## src/hdl/vcal_params.svh

```systemverilog
`ifndef VCAL_PARAMS_SVH
`define VCAL_PARAMS_SVH
// bus address: upper five bits fixed, straps fill bits 2:1
`define VCAL_ADDR_HI 5'h0A
// register indexes
`define VCAL_REG_DATA 8'h00
`define VCAL_REG_ACR 8'h02
// reset values
`define VCAL_ACR_RST 1'b0
`define VCAL_PRESET_RST 7'h00
// access control: select bit position in the written byte
`define VCAL_RSB_POS 7
// programming cycle length in ns and in 4 ns clock cycles
`define VCAL_PROG_NS 10000000
`define VCAL_CLK_NS 4
`define VCAL_PROG_CYC (`VCAL_PROG_NS / `VCAL_CLK_NS)
`endif

```

## src/hdl/vcal_pkg.sv

```systemverilog
`default_nettype none
package vcal_pkg;
  // byte engine states
  typedef enum logic [2:0] {
    vcal_idle,
    vcal_rx,
    vcal_rx_ack,
    vcal_tx,
    vcal_tx_ack,
    vcal_ignore
  } vcal_state_e;
endpackage
`default_nettype wire

```

## src/hdl/vcal_i2c_slave.sv

```systemverilog
`timescale 1ns/10ps
`default_nettype none
`include "vcal_params.svh"
// Summary of operation
// - target only; never drives clock line
// - falling data with clock high is start
// - rising data with clock high is stop
// - data changes only while clock low
// - one data bit per clock pulse
// - transfers bracketed by start and stop
// - acknowledge each byte once addressed, except data bytes to registers other than 00h and 02h and refused program writes
// - acknowledge low through clock high period
// - release data after master's final nack
// - no acknowledge during nonvolatile programming
// - address polling acknowledged once programming ends
// - refuse program when gate supply low
// - program only after a wiper-only write since last
// - address from two straps, 50h grounded
// - data register 00h, access control 02h
// - select bit chooses wiper only or both
// - ignore bus while programming runs
module vcal_i2c_slave #(
  parameter int PROG_CYC = `VCAL_PROG_CYC
) (
  input wire logic clk,
  input wire logic rst,
  input wire logic scl,
  input wire logic sda_in,
  output logic sda_out,
  output logic sda_oe,
  input wire logic address_strap_low,
  input wire logic address_strap_high,
  input wire logic gate_on_supply,
  output logic [6:0] wiper,
  output logic [6:0] nonvolatile_preset,
  output logic busy
);
  // two-stage synchronisers; stage one is read only by stage two
  logic scl_s1, scl_s2, scl_d, sda_s1, sda_s2, sda_d;
  logic gon_s1, gon_s2;
  logic a0_s1, a0_s2, a1_s1, a1_s2;
  always_ff @(posedge clk)
  begin
    scl_s1 <= scl;
    scl_s2 <= scl_s1;
    scl_d <= scl_s2;
    sda_s1 <= sda_in;
    sda_s2 <= sda_s1;
    sda_d <= sda_s2;
    gon_s1 <= gate_on_supply;
    gon_s2 <= gon_s1;
    a0_s1 <= address_strap_low;
    a0_s2 <= a0_s1;
    a1_s1 <= address_strap_high;
    a1_s2 <= a1_s1;
  end
  // events seen on the synchronised lines
  logic scl_rise, scl_fall, start_ev, stop_ev;
  assign scl_rise = scl_s2 & ~scl_d;
  assign scl_fall = ~scl_s2 & scl_d;
  assign start_ev = scl_s2 & scl_d & sda_d & ~sda_s2;
  assign stop_ev = scl_s2 & scl_d & ~sda_d & sda_s2;
  logic [7:0] own_addr; // straps fill bits 2:1 of address byte
  assign own_addr = {`VCAL_ADDR_HI, a1_s2, a0_s2, 1'b0};
  // transaction state
  vcal_pkg::vcal_state_e state, next_state;
  logic [7:0] shreg, next_shreg; // byte being shifted
  logic [3:0] bitcnt, next_bitcnt; // bits left in byte
  logic [1:0] bytenum, next_bytenum; // 0 addr, 1 reg, 2 data
  logic reading, next_reading; // address had read bit
  logic [7:0] regsel, next_regsel; // register index
  logic register_select_bit, next_rsb; // register select bit
  logic ack_now, next_ack_now; // drive ack in this slot
  logic [6:0] next_wiper, next_preset;
  logic dirty, next_dirty; // any wiper-only write since last program
  logic [31:0] pcnt, next_pcnt; // programming countdown
  logic next_busy, next_sda_oe;
  // next-state computation for the byte engine
  always_comb
  begin
    next_state = state;
    next_shreg = shreg;
    next_bitcnt = bitcnt;
    next_bytenum = bytenum;
    next_reading = reading;
    next_regsel = regsel;
    next_rsb = register_select_bit;
    next_ack_now = ack_now;
    next_wiper = wiper;
    next_preset = nonvolatile_preset;
    next_dirty = dirty;
    next_pcnt = pcnt;
    next_busy = busy;
    next_sda_oe = sda_oe;
    if (busy)
    begin
      // bus ignored while programming runs
      next_state = vcal_pkg::vcal_idle;
      next_sda_oe = 1'b0;
      if (pcnt <= 32'd1)
        next_busy = 1'b0;
      next_pcnt = pcnt - 32'd1;
    end
    else if (stop_ev)
    begin
      // stop ends any transfer and releases data
      next_state = vcal_pkg::vcal_idle;
      next_sda_oe = 1'b0;
    end
    else if (start_ev)
    begin
      // start or repeated start opens address byte
      next_state = vcal_pkg::vcal_rx;
      next_bitcnt = 4'd8;
      next_bytenum = 2'd0;
      next_sda_oe = 1'b0;
    end
    else
    begin
      case (state)
        vcal_pkg::vcal_idle:
          next_sda_oe = 1'b0;
        vcal_pkg::vcal_rx:
        begin
          if (scl_rise)
          begin
            // sample during clock high
            next_shreg = {shreg[6:0], sda_s2};
            next_bitcnt = bitcnt - 4'd1;
          end
          if (scl_fall && bitcnt == 4'd0)
          begin
            // byte done once eight rises are in; the fall
            // right after a start finds the count still at 8
            next_ack_now = 1'b1;
            if (bytenum == 2'd0)
            begin
              next_reading = shreg[0];
              next_ack_now = (shreg[7:1] == own_addr[7:1]);
            end
            else if (bytenum == 2'd1)
              next_regsel = shreg;
            else if (regsel == `VCAL_REG_ACR)
              next_rsb = shreg[`VCAL_RSB_POS];
            else if (regsel == `VCAL_REG_DATA && !register_select_bit)
              next_ack_now = dirty && gon_s2;
            else if (regsel != `VCAL_REG_DATA)
              next_ack_now = 1'b0;
            next_state = vcal_pkg::vcal_rx_ack;
            next_sda_oe = next_ack_now;
          end
        end
        vcal_pkg::vcal_rx_ack:
        begin
          // ack stays low until the ninth clock falls
          if (scl_fall)
          begin
            next_sda_oe = 1'b0;
            next_bitcnt = 4'd8;
            if (!ack_now)
              next_state = vcal_pkg::vcal_ignore;
            else if (bytenum == 2'd0 && reading)
            begin
              next_state = vcal_pkg::vcal_tx;
              next_bitcnt = 4'd7;
              next_shreg = {1'b0, register_select_bit ? wiper : nonvolatile_preset};
              next_sda_oe = ~next_shreg[7];
            end
            else
            begin
              next_state = vcal_pkg::vcal_rx;
              if (bytenum == 2'd2 && regsel == `VCAL_REG_DATA)
              begin
                // msb ignored; select bit picks target
                next_wiper = shreg[6:0];
                next_dirty = register_select_bit | (shreg[6:0] != wiper);
                if (!register_select_bit)
                begin
                  next_preset = shreg[6:0];
                  next_dirty = 1'b0;
                  next_busy = 1'b1;
                  next_pcnt = 32'(PROG_CYC);
                end
              end
              if (bytenum != 2'd2)
                next_bytenum = bytenum + 2'd1;
            end
          end
        end
        vcal_pkg::vcal_tx:
        begin
          // shift one bit per clock low, open drain
          if (scl_fall)
          begin
            if (bitcnt == 4'd0)
            begin
              next_state = vcal_pkg::vcal_tx_ack;
              next_sda_oe = 1'b0;
            end
            else
            begin
              next_shreg = {shreg[6:0], 1'b0};
              next_sda_oe = ~shreg[6];
              next_bitcnt = bitcnt - 4'd1;
            end
          end
        end
        vcal_pkg::vcal_tx_ack:
        begin
          // master nack: keep data released for stop
          if (scl_rise)
            next_state = sda_s2 ? vcal_pkg::vcal_ignore
                                : vcal_pkg::vcal_tx_ack;
          if (scl_fall && !sda_d)
          begin
            next_state = vcal_pkg::vcal_tx;
            next_bitcnt = 4'd7;
            next_shreg = {1'b0, register_select_bit ? wiper : nonvolatile_preset};
            next_sda_oe = ~next_shreg[7];
          end
        end
        vcal_pkg::vcal_ignore:
          next_sda_oe = 1'b0;
        default:
          next_state = vcal_pkg::vcal_idle;
      endcase
    end
  end
  // state registers
  always_ff @(posedge clk)
  begin
    if (rst)
    begin
      state <= vcal_pkg::vcal_idle;
      shreg <= 8'h00;
      bitcnt <= 4'd8;
      bytenum <= 2'd0;
      reading <= 1'b0;
      regsel <= 8'h00;
      register_select_bit <= `VCAL_ACR_RST;
      ack_now <= 1'b0;
      wiper <= `VCAL_PRESET_RST;
      nonvolatile_preset <= `VCAL_PRESET_RST;
      dirty <= 1'b0;
      pcnt <= 32'd0;
      busy <= 1'b0;
      sda_oe <= 1'b0;
    end
    else
    begin
      state <= next_state;
      shreg <= next_shreg;
      bitcnt <= next_bitcnt;
      bytenum <= next_bytenum;
      reading <= next_reading;
      regsel <= next_regsel;
      register_select_bit <= next_rsb;
      ack_now <= next_ack_now;
      wiper <= next_wiper;
      nonvolatile_preset <= next_preset;
      dirty <= next_dirty;
      pcnt <= next_pcnt;
      busy <= next_busy;
      sda_oe <= next_sda_oe;
    end
  end
  // data is only ever pulled low; clock is never driven
  always_ff @(posedge clk)
    sda_out <= 1'b0;
endmodule // vcal_i2c_slave
`default_nettype wire

```

## config.mk

```make
export PLATFORM = sky130hd
export DESIGN_NAME = vcal_i2c_slave
export DESIGN_NICKNAME = d
export VERILOG_FILES = /design/src/hdl/vcal_pkg.sv /design/src/hdl/vcal_i2c_slave.sv
export VERILOG_INCLUDE_DIRS = /design/src /design/src/hdl
export SDC_FILE = /design/constraint.sdc
export NUM_CORES = 1
export LEC_CHECK = 0
export ABC_CLOCK_PERIOD_IN_PS = 2530
export BUFFER_PORTS_ARGS = -buffer_cell sky130_fd_sc_hd__buf_2
export CORE_MARGIN = 1.5
export CORE_UTILIZATION = 45
export DETAILED_ROUTE_END_ITERATION = 10
export SKIP_CTS_REPAIR_TIMING = 1
export SLEW_MARGIN = 10
export SYNTH_ARGS = -nofsm -noshare
export SYNTH_HDL_FRONTEND = slang
export SYNTH_SLANG_ARGS = --single-unit
export TNS_END_PERCENT = 10
```

## constraint.sdc

```tcl
create_clock -name clk -period 2.53 [get_ports clk]
set_input_delay 0.3795 -clock clk [delete_from_list [all_inputs] [get_ports clk]]
set_output_delay 0.3795 -clock clk [all_outputs]
set_load 0.02 [all_outputs]
```

==> metrics.json <==
{
  "timing_worst_slew_pin_value_ns": 0.563,
  "design.die.area_sq_um": 10100,
  "postSynthRegisterBits": 89,
  "ctsRootBufferMaster": "sky130_fd_sc_hd__clkbuf_8",
  "power_mw": 2.51,
  "timing.critical_path.cells": "or4_4 -> or3_4 -> nor4b_4 -> or3b_1 -> mux2_1 -> nor2_1",
  "arr_time_crit_path_ns": 2.65,
  "power_density_nw_per_um2": 516,
  "power.share.combinational_pct": 2.5,
  "place.gp.congestion": 0.848,
  "post_drt_wl_per_cell_um": 15.0,
  "dpl_cell_area_sq_um": 4650,
  "critical_path_class": "reg -> reg",
  "clock_sink_count": 89,
  "drt_first_pass_iters": 4,
  "asyncSetResetFlopFracSynth_pct": 0,
  "status": "completed",
  "fmax_mhz": 426,
  "yosys_most_used_dff": "sky130_fd_sc_hd__dfxtp_1",
  "synth.lib_cells_used.distinct": 63,
  "skew_final_ns": 0.0200,
  "grt_first_pass_wirelength_um": 17000,
  "hold-path-cell-count": 1,
  "grt_max_degree": 42,
  "ratio_of_cells_with_drive_above_1_in_the_final_layout_pct": 15.2,
  "layout_stage_area_growth_over_the_synthesis_result_pct": 13.6,
  "grt_setup_unrepaired": "no",
  "pwr-share-seq_pct": 56.6,
  "cp-end-kind": "register",
  "final_cell_area_sq_um": 4860,
  "overflow": 0,
  "max_stage_delay_ns": 0.54,
  "route.detailed.vias_per_inst": 5.49,
  "longest_clk_path_bufs": 2,
  "port-buffer-count": 22,
  "nNetsFinal": 555,
  "dr_total_vias": 3706,
  "cpMaxStageDelayCell": "sky130_fd_sc_hd__or4_4",
  "io_pins": 24,
  "initial_core_util_pct": 46.3,
  "final_min_period_over_clock_period_pct": 92.7,
  "cts.reportedPaths.clkPinSlew_ns": 0.10,
  "grt_usage_pct": 21.2,
  "synth_area_per_cell_sq_um": 8.50,
  "hp-class": "in -> reg",
  "antenna_found_initial": 0,
  "drc": 0,
  "warnings_synthesis": 0,
  "timing_max_transition_violations_final": 0,
  "worst_path_dominant_cell_family": "simple AND/OR/NAND/NOR gates",
  "floorplan.rows": 35,
  "p_leak_nw": 1.93,
  "dieHeight_um": 101,
  "tritoncts_buffers": 9,
  "hold-path-endpoint": "a0_s1",
  "cellInternalPower_mw": 1.93,
  "antenna_cells": 0,
  "insertion_delay_ns": 0.36,
  "via_count_of_the_first_global_routing_pass": 3414,
  "cp-start-kind": "register",
  "irDropWorstVdd_uv": 384,
  "first_iter_violations": 144,
  "regToRegEndpoint": "pcnt[31]",
  "detailedPlacementHpwl_um": 7130,
  "crit_path_max_fanout": 7,
  "source_of_the_worst_hold_timing_path": "address_strap_low",
  "required_ns": 2.84,
  "sw_frac_of_total_pct": 23.0,
  "regToRegStartpoint": "pcnt[3]",
  "syn_nets": 518,
  "chipWidth_um": 101,
  "final_hold_viol_count": 0,
  "relative_slew_slack_pct": 62.4,
  "power.switching_uw": 576,
  "fin_hold_ws_ns": 0.119,
  "reg2regPathDepth": 6,
  "synthesis.instances": 504,
  "cts_tree": "done",
  "setup.worst_path.start": "pcnt[3]",
  "final.fill_count": 860,
  "setup_viol": 0,
  "fp.coreArea_sq_um": 9240,
  "syn_std_cell_area_sq_um": 4280,
  "drtAntennaViolNets": 0,
  "end_of_flow_core_utilization_pct": 52.6,
  "r2r_slack_ns": 0.18,
  "cp.buffers_inverters": 0,
  "setup_tns_ns": 0,
  "final_period_minus_worst_setup_slack_ns": 2.35,
  "ctsHtreeMaxLevel": 3,
  "synth-seq-area-share_pct": 41.6,
  "route.final.wire_length_um": 10200,
  "synth-edff-count": 0,
  "max-cap-violations": 0,
  "power.share.clock_pct": 40.9
}
## cells in the final DEF (no fill, tap or decap), drive strengths merged, types with 6 or more instances in the layout
cell type,n
a211o,6
a211oi,10
a21oi,49
buf,50
clkbuf,12
dfxtp,89
ha,7
inv,18
mux2i,27
nand2,39
nand2b,9
nand3,6
nand3b,7
nor2,64
nor2b,6
nor3,24
nor4,9
o21ai,25
or3,9
or4,9
xnor2,7
## sequential cells by signal, indices dropped and copies added (netlist names), 2 cells and up
| register | count |
|---|---|
| wiper | 7 |
| state | 3 |
| nonvolatile_preset | 7 |
| shreg | 8 |
| bitcnt | 4 |
| pcnt | 32 |
| regsel | 8 |
| bytenum | 2 |
## cell type report
| cell class | count | area, sq um | area share (%) |
|---|---|---|---|
| clock buffer | 12 | 145 | 2.98 |
| tap | 129 | 161 | 3.32 |
| clock inverter | 4 | 58.8 | 1.21 |
| timing repair buffer | 50 | 320 | 6.59 |
| multi-input combinational | 375 | 2340 | 48.0 |
| sequential | 89 | 1780 | 36.6 |
| inverter | 16 | 60.1 | 1.23 |
## cells by family after synthesis
kind of cell / count (synthesis) / share of synthesized area (%)
and+or+nand+nor: 207 / 25.5
muxes: 31 / 7.36
xor gates and xnor gates: 10 / 2.05
buffers and inverters: 40 / 3.97
other: 1 / 0.0876
DFF: 89 / 41.6
adders and majority gates: 7 / 2.05
AOI/OAI and AO/OA: 119 / 17.3
## synth_stat cells, drive strengths merged (10+ instances only)
cell type	number	area, sq um
a211oi	10	75.1
a21oi	49	245
clkbuf	19	71.3
dfxtp	89	1780
inv	15	56.3
mux2i	27	270
nand2	39	146
nor2	64	240
nor3	24	131
o21ai	25	125
## how the worst max path moves through the flow
stage          endpoint  cells after the start  slack, ns
2_1_floorplan  pcnt[31]                      7       0.09
3_3_place_gp   pcnt[31]                      6       0.22
3_5_place_dp   pcnt[31]                      6       0.19
4_1_cts        pcnt[31]                      6       0.17
5_1_grt        pcnt[26]                      8       0.02
6_report       pcnt[31]                      6       0.18
## layer usage
layer / share of wire (%) / routed length [um] / track usage, %
met1: 50 / 5090 / 30.0
met2: 44 / 4480 / 32.7
met3: 4.6 / 467 / 4.65
met4: 1.1 / 115 / 5.53
met5: 0 / 0 / 0
## metrics by stage
stage	setup slack, ns	cells
after detailed placement	0.192	659
after CTS	0.173	675
after floorplan	0.0887	504
after global routing	0.0199	675
final	0.185	675
after global placement	0.225	659
## worst reg2reg max path: stages, from the launching register on
cell	delay [ns]
sky130_fd_sc_hd__dfxtp_1	0.37
sky130_fd_sc_hd__or4_4	0.54
sky130_fd_sc_hd__or3_4	0.39
sky130_fd_sc_hd__nor4b_4	0.23
sky130_fd_sc_hd__or3b_1	0.38
sky130_fd_sc_hd__mux2_1	0.32
sky130_fd_sc_hd__nor2_1	0.08
## power by group through the flow
stage          Combinational, mW  Clock [mW]  Sequential, mW
4_1_cts                   0.0628        1.06            1.42
3_3_place_gp              0.0623           0            1.45
5_1_grt                   0.0699        1.11            1.42
3_5_place_dp              0.0624           0            1.45
6_report                  0.0628        1.02            1.42
2_1_floorplan             0.0447           0            1.45
Power figures use the tool's default switching activity.
